<file path="src/logic/acs_pkg.sv">
// Constants shared by the charger register bank and its conversion sequencer
package acs_pkg;
  // ==========================================================
  // Widths
  localparam int DATA_W  = 16;
  localparam int CMD_W   = 8;
  localparam int CHAN_N  = 8;
  localparam int CNT_W   = 24;
  localparam int PIN_N   = 11;

  // ==========================================================
  // Register offsets and reset values
  localparam logic [7:0]  STATUS_OFFSET  = 8'h20;
  localparam logic [7:0]  OPTIONS_OFFSET = 8'h35;
  localparam logic [15:0] OPTIONS_RESET  = 16'h2000;
  localparam logic [15:0] STATUS_RESET   = 16'h0000;

  // ==========================================================
  // Options register fields
  localparam int OPT_REPEAT_BIT = 15;
  localparam int OPT_START_BIT  = 14;
  localparam int OPT_RANGE_BIT  = 13;
  localparam int OPT_RSVD_HI    = 12;
  localparam int OPT_RSVD_LO    = 8;

  // ==========================================================
  // Status register fields
  localparam int ST_PRESENT_BIT  = 15;
  localparam int ST_OPT_DONE_BIT = 14;
  localparam int ST_VLOOP_BIT    = 12;
  localparam int ST_ILOOP_BIT    = 11;
  localparam int ST_FAST_BIT     = 10;
  localparam int ST_PRE_BIT      = 9;
  localparam int ST_IN_OV_BIT    = 7;
  localparam int ST_BAT_OC_BIT   = 6;
  localparam int ST_IN_OC_BIT    = 5;
  localparam int ST_SYS_OV_BIT   = 4;
  localparam int ST_LATCH_BIT    = 2;

  // ==========================================================
  // Timing at the 10 MHz system clock
  localparam int CLK_HZ        = 10_000_000;
  localparam int CONV_TIME_MS  = 10;
  localparam int PERIOD_TIME_S = 1;
  localparam int CONV_CYCLES   = CLK_HZ / 1000 * CONV_TIME_MS;
  localparam int PERIOD_CYCLES = CLK_HZ * PERIOD_TIME_S;
endpackage

</file>
<file path="src/logic/acs_regbank.sv">
// Charger status and converter options register bank
`timescale 1ns/1ps
// Behaviour
// - Mode 0 runs one set after start
// - Mode 1 repeats a set every second
// - Set completes ten milliseconds after begin
// - Start bit self-clears after one-shot set
// - Range bit selects full scale, resets one
// - Eight channel enables, reset disabled
// - Reserved option bits read back written
// - Status bit 15 mirrors input-good pin
// - Status bit 14 shows optimizer done
// - Status bit 12 shows voltage loop
// - Status bit 11 shows current loop
// - Bits 10, 9 show charge phase
// - Fault bits except system overvoltage latch until status read
// - Status register read-only apart from overvoltage clear, resets zero
// - System overvoltage latches, disables converter
// - Latch-off fault latches until status read
module acs_regbank
#(
  parameter int CONV_CYCLES   = acs_pkg::CONV_CYCLES,
  parameter int PERIOD_CYCLES = acs_pkg::PERIOD_CYCLES
)
(
  input  wire logic                        clk,
  input  wire logic                        rst_b,
  input  wire logic [acs_pkg::CMD_W-1:0]   cmd_code,
  input  wire logic                        wr_strobe,
  input  wire logic [acs_pkg::DATA_W-1:0]  wr_data,
  input  wire logic                        rd_strobe,
  input  wire logic                        input_good_pin,
  input  wire logic                        input_optimizer_complete,
  input  wire logic                        input_voltage_loop_active,
  input  wire logic                        input_current_loop_active,
  input  wire logic                        fast_charge_phase,
  input  wire logic                        pre_charge_phase,
  input  wire logic                        input_overvoltage_fault,
  input  wire logic                        battery_overcurrent_fault,
  input  wire logic                        input_overcurrent_fault,
  input  wire logic                        system_overvoltage_flag,
  input  wire logic                        latch_off_fault,
  output logic [acs_pkg::DATA_W-1:0]       rd_data,
  output logic                             rd_valid,
  output logic                             repeat_mode_select,
  output logic                             range_select,
  output logic [acs_pkg::CHAN_N-1:0]       chan_en,
  output logic                             conv_busy,
  output logic                             result_update,
  output logic [acs_pkg::CHAN_N-1:0]       result_chan_mask,
  output logic                             converter_disable
);
  import acs_pkg::*;

  // Set wins over clear so an event in the clearing cycle survives
  function automatic logic latch_next(input logic set, input logic hold, input logic clr);
    latch_next = set | (hold & ~clr);
  endfunction

  // ==========================================================
  // Pin synchronisers
  logic [PIN_N-1:0] pin_raw;
  logic [PIN_N-1:0] sync1_reg, sync1_next;
  logic [PIN_N-1:0] sync2_reg, sync2_next;

  assign pin_raw = {latch_off_fault, system_overvoltage_flag,
                    input_overcurrent_fault, battery_overcurrent_fault,
                    input_overvoltage_fault, pre_charge_phase, fast_charge_phase,
                    input_current_loop_active, input_voltage_loop_active,
                    input_optimizer_complete, input_good_pin};

  always_comb
  begin
    sync1_next = pin_raw;
    sync2_next = sync1_reg;
  end

  always_ff @(posedge clk or negedge rst_b)
  begin
    if (!rst_b)
    begin
      sync1_reg <= '0;
      sync2_reg <= '0;
    end
    else
    begin
      sync1_reg <= sync1_next;
      sync2_reg <= sync2_next;
    end
  end

  logic good_s, opt_s, vloop_s, iloop_s, fast_s, pre_s;
  logic in_ov_s, bat_oc_s, in_oc_s, sys_ov_s, latch_s;

  assign good_s   = sync2_reg[0];
  assign opt_s    = sync2_reg[1];
  assign vloop_s  = sync2_reg[2];
  assign iloop_s  = sync2_reg[3];
  assign fast_s   = sync2_reg[4];
  assign pre_s    = sync2_reg[5];
  assign in_ov_s  = sync2_reg[6];
  assign bat_oc_s = sync2_reg[7];
  assign in_oc_s  = sync2_reg[8];
  assign sys_ov_s = sync2_reg[9];
  assign latch_s  = sync2_reg[10];

  // ==========================================================
  // Access decode
  logic wr_opt, wr_stat, rd_stat, rd_opt;

  always_comb
  begin
    wr_opt  = 1'b0;
    wr_stat = 1'b0;
    rd_opt  = 1'b0;
    rd_stat = 1'b0;
    if (cmd_code == OPTIONS_OFFSET)
    begin
      wr_opt = wr_strobe;
      rd_opt = rd_strobe;
    end
    else if (cmd_code == STATUS_OFFSET)
    begin
      wr_stat = wr_strobe;
      rd_stat = rd_strobe;
    end
  end

  // ==========================================================
  // Options register
  logic [DATA_W-1:0] opt_reg, opt_next;
  logic              seq_done;

  always_comb
  begin
    opt_next = opt_reg;
    if (wr_opt)
      opt_next = wr_data;
    else if (seq_done)
      opt_next[OPT_START_BIT] = 1'b0;
  end

  always_ff @(posedge clk or negedge rst_b)
  begin
    if (!rst_b)
      opt_reg <= OPTIONS_RESET;
    else
      opt_reg <= opt_next;
  end

  // ==========================================================
  // Sticky status flags
  logic in_ov_reg, in_ov_next;
  logic bat_oc_reg, bat_oc_next;
  logic in_oc_reg, in_oc_next;
  logic sys_ov_reg, sys_ov_next;
  logic latch_reg, latch_next_v;
  logic sys_ov_clr;

  // Clears also when the adapter goes away, not only on a host write
  assign sys_ov_clr = (wr_stat && !wr_data[ST_SYS_OV_BIT]) || !good_s;

  always_comb
  begin
    in_ov_next   = latch_next(in_ov_s, in_ov_reg, rd_stat);
    bat_oc_next  = latch_next(bat_oc_s, bat_oc_reg, rd_stat);
    in_oc_next   = latch_next(in_oc_s, in_oc_reg, rd_stat);
    latch_next_v = latch_next(latch_s, latch_reg, rd_stat);
    sys_ov_next  = latch_next(sys_ov_s, sys_ov_reg, sys_ov_clr);
  end

  always_ff @(posedge clk or negedge rst_b)
  begin
    if (!rst_b)
    begin
      in_ov_reg  <= 1'b0;
      bat_oc_reg <= 1'b0;
      in_oc_reg  <= 1'b0;
      sys_ov_reg <= 1'b0;
      latch_reg  <= 1'b0;
    end
    else
    begin
      in_ov_reg  <= in_ov_next;
      bat_oc_reg <= bat_oc_next;
      in_oc_reg  <= in_oc_next;
      sys_ov_reg <= sys_ov_next;
      latch_reg  <= latch_next_v;
    end
  end

  // ==========================================================
  // Status word, read-only apart from the overvoltage clear
  logic [DATA_W-1:0] stat_word;

  always_comb
  begin
    stat_word                  = STATUS_RESET;
    stat_word[ST_PRESENT_BIT]  = good_s;
    stat_word[ST_OPT_DONE_BIT] = opt_s;
    stat_word[ST_VLOOP_BIT]    = vloop_s;
    stat_word[ST_ILOOP_BIT]    = iloop_s;
    stat_word[ST_FAST_BIT]     = fast_s;
    stat_word[ST_PRE_BIT]      = pre_s;
    stat_word[ST_IN_OV_BIT]    = in_ov_reg;
    stat_word[ST_BAT_OC_BIT]   = bat_oc_reg;
    stat_word[ST_IN_OC_BIT]    = in_oc_reg;
    stat_word[ST_SYS_OV_BIT]   = sys_ov_reg;
    stat_word[ST_LATCH_BIT]    = latch_reg;
  end

  // ==========================================================
  // Read port and output flops
  logic [DATA_W-1:0] rdat_reg, rdat_next;
  logic              rval_reg, rval_next;
  logic              dis_reg, dis_next;

  always_comb
  begin
    rdat_next = rdat_reg;
    rval_next = rd_strobe;
    dis_next  = sys_ov_next;
    if (rd_opt)
      rdat_next = opt_reg;
    else if (rd_stat)
      rdat_next = stat_word;
    else if (rd_strobe)
      rdat_next = '0;
  end

  always_ff @(posedge clk or negedge rst_b)
  begin
    if (!rst_b)
    begin
      rdat_reg <= '0;
      rval_reg <= 1'b0;
      dis_reg  <= 1'b0;
    end
    else
    begin
      rdat_reg <= rdat_next;
      rval_reg <= rval_next;
      dis_reg  <= dis_next;
    end
  end

  assign rd_data            = rdat_reg;
  assign rd_valid           = rval_reg;
  assign converter_disable  = dis_reg;
  assign repeat_mode_select = opt_reg[OPT_REPEAT_BIT];
  assign range_select       = opt_reg[OPT_RANGE_BIT];
  assign chan_en            = opt_reg[CHAN_N-1:0];

  // ==========================================================
  // Conversion sequencer
  acs_conv_seq
  #(
    .CONV_CYCLES   (CONV_CYCLES),
    .PERIOD_CYCLES (PERIOD_CYCLES)
  )
  u_seq
  (
    .clk          (clk),
    .rst_b        (rst_b),
    .start_req    (opt_reg[OPT_START_BIT]),
    .repeat_mode  (opt_reg[OPT_REPEAT_BIT]),
    .chan_en      (opt_reg[CHAN_N-1:0]),
    .busy         (conv_busy),
    .update_pulse (result_update),
    .update_mask  (result_chan_mask),
    .done_pulse   (seq_done)
  );

  // ==========================================================
  // Checks
  property p_start_clear;
    @(posedge clk) disable iff (!rst_b)
    (seq_done && !wr_opt) |=> !opt_reg[OPT_START_BIT];
  endproperty
  a_start_clear: assert property (p_start_clear) else $error("start bit stuck");

  property p_fault_set;
    @(posedge clk) disable iff (!rst_b)
    in_oc_s |=> in_oc_reg ##1 (in_oc_reg || $past(rd_stat));
  endproperty
  a_fault_set: assert property (p_fault_set) else $error("fault not latched");

  property p_fault_rdclr;
    @(posedge clk) disable iff (!rst_b)
    (rd_stat && !in_ov_s && !bat_oc_s) |=> !in_ov_reg && !bat_oc_reg
      && (rd_data[ST_IN_OV_BIT] == $past(in_ov_reg));
  endproperty
  a_fault_rdclr: assert property (p_fault_rdclr) else $error("fault read clear");

  property p_present;
    @(posedge clk) disable iff (!rst_b)
    rd_stat |=> rd_valid && (rd_data[ST_PRESENT_BIT] == $past(good_s));
  endproperty
  a_present: assert property (p_present) else $error("present bit wrong");

  property p_sysov_dis;
    @(posedge clk) disable iff (!rst_b)
    sys_ov_s |=> converter_disable;
  endproperty
  a_sysov_dis: assert property (p_sysov_dis) else $error("converter not disabled");

  property p_sysov_unplug;
    @(posedge clk) disable iff (!rst_b)
    (sys_ov_reg && !good_s && !sys_ov_s) |=> !sys_ov_reg ##1 !converter_disable;
  endproperty
  a_sysov_unplug: assert property (p_sysov_unplug) else $error("overvoltage not cleared");

  property p_opt_write;
    @(posedge clk) disable iff (!rst_b)
    wr_opt |=> (range_select == $past(wr_data[OPT_RANGE_BIT]))
      && (opt_reg[OPT_RSVD_HI:OPT_RSVD_LO] == $past(wr_data[OPT_RSVD_HI:OPT_RSVD_LO]))
      && (chan_en == $past(wr_data[CHAN_N-1:0]));
  endproperty
  a_opt_write: assert property (p_opt_write) else $error("options not stored");

  property p_latch_hold;
    @(posedge clk) disable iff (!rst_b)
    (latch_reg && !rd_stat) |=> latch_reg;
  endproperty
  a_latch_hold: assert property (p_latch_hold) else $error("latch-off lost");

  property p_stat_ro;
    @(posedge clk) disable iff (!rst_b)
    (wr_stat && !rd_stat) |=> (bat_oc_reg == $past(bat_oc_reg | bat_oc_s));
  endproperty
  a_stat_ro: assert property (p_stat_ro) else $error("status bit written");

  c_oneshot: cover property (@(posedge clk) disable iff (!rst_b)
    seq_done ##1 !opt_reg[OPT_START_BIT]);
  c_rdclr: cover property (@(posedge clk) disable iff (!rst_b)
    in_ov_reg ##1 rd_stat ##1 !in_ov_reg);
  c_sysov_wr: cover property (@(posedge clk) disable iff (!rst_b)
    sys_ov_reg ##1 (wr_stat && !sys_ov_s) ##1 !sys_ov_reg);
endmodule

</file>
<file path="src/logic/acs_conv_seq.sv">
// Conversion set sequencer: one-shot and repeating sets with timing
`timescale 1ns/1ps
module acs_conv_seq
#(
  parameter int CONV_CYCLES   = acs_pkg::CONV_CYCLES,
  parameter int PERIOD_CYCLES = acs_pkg::PERIOD_CYCLES
)
(
  input  wire logic                        clk,
  input  wire logic                        rst_b,
  input  wire logic                        start_req,
  input  wire logic                        repeat_mode,
  input  wire logic [acs_pkg::CHAN_N-1:0]  chan_en,
  output logic                             busy,
  output logic                             update_pulse,
  output logic [acs_pkg::CHAN_N-1:0]       update_mask,
  output logic                             done_pulse
);
  import acs_pkg::*;

  typedef enum logic [2:0]
  {
    SEQ_IDLE = 3'b001,
    SEQ_CONV = 3'b010,
    SEQ_WAIT = 3'b100
  } acs_seq_state_t;

  acs_seq_state_t      state_reg, state_next;
  logic [CNT_W-1:0]    tick_reg, tick_next;
  logic [CHAN_N-1:0]   mask_reg, mask_next;
  logic                busy_reg, busy_next;
  logic                upd_reg, upd_next;
  logic                done_reg, done_next;
  logic [CNT_W-1:0]    conv_last;
  logic [CNT_W-1:0]    period_last;

  // Period counts start to start, so it must exceed the conversion time
  assign conv_last   = CNT_W'(CONV_CYCLES - 1);
  assign period_last = CNT_W'(PERIOD_CYCLES - 1);

  // ==========================================================
  // Sequencer
  always_comb
  begin
    state_next = state_reg;
    tick_next  = tick_reg + CNT_W'(1);
    mask_next  = mask_reg;
    upd_next   = 1'b0;
    done_next  = 1'b0;
    case (state_reg)
      SEQ_IDLE:
      begin
        tick_next = '0;
        // Start bit is still set while done clears it, so hold off or one-shot runs twice
        if (start_req && !done_reg)
        begin
          state_next = SEQ_CONV;
          mask_next  = chan_en;
        end
      end
      SEQ_CONV:
      begin
        if (tick_reg == conv_last)
        begin
          upd_next = 1'b1;
          if (repeat_mode && start_req)
            state_next = SEQ_WAIT;
          else
          begin
            state_next = SEQ_IDLE;
            done_next  = ~repeat_mode;
          end
        end
      end
      SEQ_WAIT:
      begin
        if (!(repeat_mode && start_req))
          state_next = SEQ_IDLE;
        else if (tick_reg == period_last)
        begin
          state_next = SEQ_CONV;
          tick_next  = '0;
          mask_next  = chan_en;
        end
      end
      default:
      begin
        state_next = SEQ_IDLE;
      end
    endcase
    busy_next = (state_next != SEQ_IDLE);
  end

  always_ff @(posedge clk or negedge rst_b)
  begin
    if (!rst_b)
    begin
      state_reg <= SEQ_IDLE;
      tick_reg  <= '0;
      mask_reg  <= '0;
      busy_reg  <= 1'b0;
      upd_reg   <= 1'b0;
      done_reg  <= 1'b0;
    end
    else
    begin
      state_reg <= state_next;
      tick_reg  <= tick_next;
      mask_reg  <= mask_next;
      busy_reg  <= busy_next;
      upd_reg   <= upd_next;
      done_reg  <= done_next;
    end
  end

  assign busy         = busy_reg;
  assign update_pulse = upd_reg;
  assign update_mask  = mask_reg;
  assign done_pulse   = done_reg;

  // ==========================================================
  // Checks
  property p_conv_time;
    @(posedge clk) disable iff (!rst_b)
    upd_reg |-> ($past(state_reg) == SEQ_CONV) && ($past(tick_reg) == conv_last);
  endproperty
  a_conv_time: assert property (p_conv_time) else $error("update not at conversion end");

  property p_period;
    @(posedge clk) disable iff (!rst_b)
    (state_reg == SEQ_WAIT && tick_reg == period_last && repeat_mode && start_req)
      |=> (state_reg == SEQ_CONV) && (tick_reg == '0);
  endproperty
  a_period: assert property (p_period) else $error("repeat set not restarted");

  property p_oneshot_end;
    @(posedge clk) disable iff (!rst_b)
    (upd_reg && !$past(repeat_mode)) |-> (state_reg == SEQ_IDLE) && done_reg;
  endproperty
  a_oneshot_end: assert property (p_oneshot_end) else $error("one-shot did not stop");

  property p_mask_hold;
    @(posedge clk) disable iff (!rst_b)
    (state_reg == SEQ_CONV && $past(state_reg) == SEQ_CONV) |-> $stable(mask_reg);
  endproperty
  a_mask_hold: assert property (p_mask_hold) else $error("channel mask moved");

  c_repeat: cover property (@(posedge clk) disable iff (!rst_b)
    (state_reg == SEQ_WAIT) ##1 (state_reg == SEQ_CONV));
endmodule

</file>
<file path="config.mk">
export PLATFORM = sky130hd
export DESIGN_NAME = acs_regbank
export DESIGN_NICKNAME = d
export VERILOG_FILES = /design/src/logic/acs_pkg.sv /design/src/logic/acs_regbank.sv /design/src/logic/acs_conv_seq.sv
export SDC_FILE = /design/constraint.sdc
export NUM_CORES = 1
export LEC_CHECK = 0
export ABC_AREA = 1
export BUFFER_PORTS_ARGS = -buffer_cell sky130_fd_sc_hd__buf_2
export CAP_MARGIN = 10
export CELL_PAD_IN_SITES_DETAIL_PLACEMENT = 0
export CELL_PAD_IN_SITES_GLOBAL_PLACEMENT = 1
export CORE_ASPECT_RATIO = 1.75
export CORE_MARGIN = 8
export CORE_UTILIZATION = 25
export DETAILED_ROUTE_END_ITERATION = 10
export GPL_TIMING_DRIVEN = 0
export HOLD_SLACK_MARGIN = 0.06
export PLACE_DENSITY_LB_ADDON = 0.1
export SKIP_LAST_GASP = 1
export SYNTH_ARGS = -nofsm -noshare
export SYNTH_HDL_FRONTEND = slang
export SYNTH_SLANG_ARGS = --single-unit
</file>
<file path="constraint.sdc">
create_clock -name clk -period 2.8 [get_ports clk]
set_input_delay 0.42 -clock clk [delete_from_list [all_inputs] [get_ports clk]]
set_output_delay 0.42 -clock clk [all_outputs]
set_load 0.005 [all_outputs]
</file>
# Word level (Yosys, flattened, before mapping)
# Cells that the tools add are included.
# Widths: inputs -> output; s select.
dict set report classes {
  n_addsub 1
  eq_ne 11
  n_mux 29
  n_bitwise 13
  n_reduce_logical 11
}
# cell n
set op_table {}
lappend op_table {{$mux 16} 3}
lappend op_table {{$mux 24} 2}
lappend op_table {{$pmux 24 s2} 1}
lappend op_table {{$add 24x1->24 const B} 1}
lappend op_table {{$eq 24x17->1 const B} 1}
lappend op_table {{$eq 24x24->1 const B} 1}
lappend op_table {{$mux 8} 3}
lappend op_table {{$eq 8x6->1 const B} 2}
lappend op_table {{$pmux 8 s2} 1}
lappend op_table {{$mux 3} 5}
lappend op_table {{$mux 1} 13}
lappend op_table {{$pmux 3 s3} 1}
lappend op_table {{$ne 2x1->1 const B} 3}
lappend op_table {{$and 1x1->1} 5}
lappend op_table {{$or 1x1->1} 5}
lappend op_table {{$reduce_and 4->1} 1}
lappend op_table {{$reduce_bool 2->1} 2}
lappend op_table {{$eq 3x1->1 const B} 1}
lappend op_table {{$eq 3x2->1 const B} 1}
lappend op_table {{$eq 3x3->1 const B} 1}
lappend op_table {{$logic_and 1x1->1} 3}
lappend op_table {{$logic_not 1->1} 3}
lappend op_table {{$ne 3x1->1 const B} 1}
lappend op_table {{$not 1->1} 3}
lappend op_table {{2 further kinds} 2}
dict set report totals {
  ff_bits 98
  inputBits 39
  output_inout_bits 38
}

# Logic depth before layout (Yosys ltp)
dict set report logic_depth {
  depth_word 8
  ltp_mapped 10
  depth_no_buf 10
}

# Modules after synthesis
# A second synthesis with hierarchy kept.
dict set report unflattened {
  cells_unflattened 533
  area_unflattened_um2 4439.3
}
# mod instances cells_each area_each_um2 seq_area_each_um2
set modules_own_cells {}
lappend modules_own_cells {acs_regbank 1 235 2322.2 1502.7}
lappend modules_own_cells {acs_conv_seq 1 298 2117.0 952.2}

# Worst setup path after synthesis
# No wires, ideal clock.
dict set report synth_path {
  path_kind {input to register}
  startpoint {input port cmd_code[7] (netlist bit)}
  endpoint {register opt_reg[6]}
  setup_time_ns 0.123
  arrival_time_ns 1.402
  t_required_ns 2.677
  slack_ns 1.275
  stages 6
  n_path_buf 1
  cell_sequence {or2_4 -> nor3b_4 -> nand2_4 -> buf_2 -> o21ai_0 -> nand2_1}
}
dict set report synth_between {
  elab_chain_cells 2
}
# element line
set synth_lines {}
lappend synth_lines {{start: declaration} acs_regbank.sv:28} ;# input wire logic [acs_pkg::CMD_W-1:0] cmd_code,
lappend synth_lines {{$eq 8x6->1} acs_regbank.sv:117} ;# if (cmd_code == OPTIONS_OFFSET)
lappend synth_lines {{$mux 1} acs_regbank.sv:117}
lappend synth_lines {{end signal: assignment} acs_regbank.sv:148} ;# opt_reg <= opt_next;
lappend synth_lines {{end: declaration} acs_regbank.sv:131} ;# logic [DATA_W-1:0] opt_reg, opt_next;
# Every way passes these cells.
# A chain may end at the register's enable or synchronous reset.

# Worst setup path after layout
dict set report layout_path {
  startpoint {register u_seq.tick_reg[0]}
  endpoint {register u_seq.tick_reg[20]}
}
dict set report layout_between {
  elab_chain_cells 4
}
# element line
set layout_lines {}
lappend layout_lines {{start: declaration} acs_conv_seq.sv:29} ;# logic [CNT_W-1:0] tick_reg, tick_next;
lappend layout_lines {{start signal: assignment} acs_conv_seq.sv:108} ;# tick_reg <= tick_next;
lappend layout_lines {{$add 24x1->24 / $eq 24x24->1 (equally long branches)} {acs_conv_seq.sv:46, acs_conv_seq.sv:79}}
lappend layout_lines {{$mux 24} acs_conv_seq.sv:79} ;# else if (tick_reg == period_last)
lappend layout_lines {{$mux 24} acs_conv_seq.sv:77} ;# if (!(repeat_mode && start_req))
lappend layout_lines {{$pmux 24 s2 (*)} acs_conv_seq.sv:50} ;# case (state_reg)
lappend layout_lines {{named net u_seq.tick_next[20]} acs_conv_seq.sv:29}
# Mark *: on every way through the listed nets, which the timed path passes. The rest lies on a longest branch.

==> flow_summary_export.csv <==
group,metric,value,unit
clock_network,clockBufferDepth,2,
clock_network,post-cts-setup-buffers,0,
sta,max_slew_margin,0.635,
global_routing,grt_pass1_wl,20600,um
detailed_routing,drt_iter0_markers,128,
status,run_status,"complete, no violations",
worst_setup_path,r2r_setup_slack,0.89,ns
place,place_worst_setup_slack,0.870,ns
power,powerDensity,625,nW/um2
clock_network,root_buffer,"clkbuf_16",
run,drv_cap,0,
finish,multiInputGateArea,1620,um2
finish,fillers,1876,
worst_setup_path,crit_chain,"ha_1, nand3_4, nor3_2, nand3_1, nand2_1, nand2_1, inv_1, buf_4, nor2_1",
global_routing,grt_usage,0.124,
synth,yosysSeqAreaShare,0.560,
power,vdd_drop_max,0.274,mV
power,p_leak,2.74,nW
finish,final_nets,632,
floorplanning,core_region_area,17400,um2
worst_setup_path,required,3.03,ns
detailed_routing,drc,0,
sta,setup-violations-final,0,
floorplanning,die_width,116,um
clock_network,path_clk_slew,0.07,ns
sta,rsz0062_at_grt,"no",
synth,syn_nets,543,
sta,layout_min_cycle_time,1.91,ns
clock_network,cts_resized,0,
clock_network,cts.sinks,98,
worst_setup_path,crit_start,"u_seq.tick_reg[0]$_DFF_PN0_",
synth,ys_warn_count,0,
floorplanning,rows,64,
global_routing,antenna_found_initial,0,
sta,setup_ws,0.885,ns
sta,hold_ws,0.180,ns
sta,fin_crit_sh,0.684,
place,io_buffers,76,
sta,timing.fmax,522,MHz
detailed_routing,first_pass_iters,4,
worst_setup_path,cp-end-kind,"register",
detailed_routing,wl_per_cell,15.7,um
hold_path,holdCritPathClass,"primary input to register",
synth,synth_area_leaders,"dfrtp_1, nand2_1, nand3_1, nor2_1, inv_1",
clock_network,hold_buffers,1,
place,dp_hpwl,10000,um
detailed_routing,drt_wl_total,13000,um
synth,synth_area,4380,um2
clock_network,insertion_delay,0.35,ns
finish,area_delta_synth_final,23.1,%
clock_network,htreeDepth,3,
worst_setup_path,cp_slowest_stage_delay,0.43,ns
finish,largest_reg_flops,24,
detailed_routing,vias,3531,
worst_setup_path,critPathMaxFanout,10,
worst_setup_path,crit_type,"register to register",
synth,synthDistinctLibCells,31,
sta,fin_skew,0.00815,ns
place,dp.cells,811,
clock_network,cts_tree,"done",
worst_setup_path,cp_slowest_cell,"dfrtp_1",
worst_setup_path,rr_startpoint,"u_seq.tick_reg[0]$_DFF_PN0_",
worst_setup_path,crit_arrival,2.14,ns
finish,layout-drive-gt1-share,0.211,
floorplanning,initial_core_util,0.252,
worst_setup_path,critPathLaunchType,"register",
floorplanning,die-area,22200,um2
sta,setup_tns,0,ns
synth,synthCells,503,
finish,ff_latch_area,2450,um2
synth,yosys.area.top_type,"dfrtp_1",
place,gp_congestion,0.800,
global_routing,grt.overflow.total,0,
hold_path,worstHoldStart,"latch_off_fault",
detailed_routing,ant_nets,0,
worst_setup_path,crit_path_frequent_cell,"nand2_1",
synth,syn_avg_cell_area,8.72,um2
sta,worst_pin_slew,0.548,ns
sta,timing_hold_violations_final,0,
synth,synth_top_area_frac,0.548,
floorplanning,num_io_pins,77,
finish,fin_cells,828,
synth,synth_seq_cells,98,
global_routing,grt_pass1_vias,3752,
floorplanning,die_y,191,um
detailed_routing,viasPerCell,4.26,
clock_network,numCtsBuffers,9,
finish,n_antenna_cell,0,
global_routing,grt_max_degree,69,
sta,maxSlewViolCount,0,
-- metrics by stage --
stage                     instance area, um2   util  total power [mW]
after floorplan                         4380      -              1.91
after global placement                  5050  0.291              2.14
after detailed placement                5080  0.293              2.15
after CTS                               5400  0.311              3.47
after global routing                    5400  0.311              3.59
final                                   5400  0.311              3.37
-- path summary, 6_finish.rpt --
check	depth (start not counted)	to
min reg2reg	0	sync2_reg[0]$_DFF_PN0_
max in group asynchronous	3	rd_data[15]$_DFFE_PN0P_
max reg2reg	9	u_seq.tick_reg[20]$_DFF_PN0_
min in group asynchronous	2	rd_data[3]$_DFFE_PN0P_
max	9	u_seq.tick_reg[20]$_DFF_PN0_
min	1	sync1_reg[10]$_DFF_PN0_
-- worst max-delay path, delay by kind of cell (launching register included) --
kind,cells,cell delay [ns]
adders and majority gates,1,0.26
DFF,1,0.43
and+or+nand+nor,6,0.77
buffers and inverters,2,0.32
-- layer usage --
metal	vias to the layer above	wire length [um]	GRT usage
met5	-	0	0
met4	0	272	0.0502
met3	12	615	0.0304
met2	67	7110	0.231
met1	1665	4960	0.129
li1	1787	-	-
-- cells in the final DEF (no fill, tap or decap), drive strengths merged, types with 2 or more instances in the layout --
cell type	instances
dfrtp	96
nand3	49
clkinv	3
clkbuf	18
nor3	8
xnor2	2
inv	47
nor2	62
o21ai	20
xor2	10
buf	92
nand4	25
nand2	151
dfstp	2
a21oi	4
nor4	2
-- logic make-up (layout without fill, tap and decap cells) --
family / after synthesis / in the layout / synth area share
AO/OA/AOI/OAI: 25 / 25 / 0.0294
flip-flops: 98 / 98 / 0.560
XOR/XNOR: 12 / 12 / 0.0240
buffers and inverters: 68 / 162 / 0.0696
adder cells (fa/ha/maj): 1 / 1 / 0.00285
AND/OR/NAND/NOR: 299 / 299 / 0.314
-- area by class of cell --
class	count	area share
flip-flops and latches	98	0.455
inverters	47	0.0327
well taps	231	0.0535
repair buffers	78	0.0779
multi-input cells	337	0.301
clock buffers	12	0.0475
plain buffers	21	0.0239
clock inverters	4	0.00904
-- power breakdown --
group	internal (mW)	leakage, nW	total [mW]	switching (mW)
combinational	0.175	1.32	0.503	0.327
clock	0.742	0.153	1.27	0.529
sequential	1.52	1.27	1.60	0.0775
-- synth_stat cells, drive strengths merged --
library cell,count
nor4,2
clkinv,1
o21ai,20
dfstp,2
a2bb2oi,1
ha,1
inv,46
nor3b,1
a21oi,4
nor3,8
xnor2,2
or2,1
dfrtp,96
nand3,49
nor2,62
clkbuf,6
nand2,151
buf,15
xor2,10
nand4,25
(Power assumes the default switching activity.)
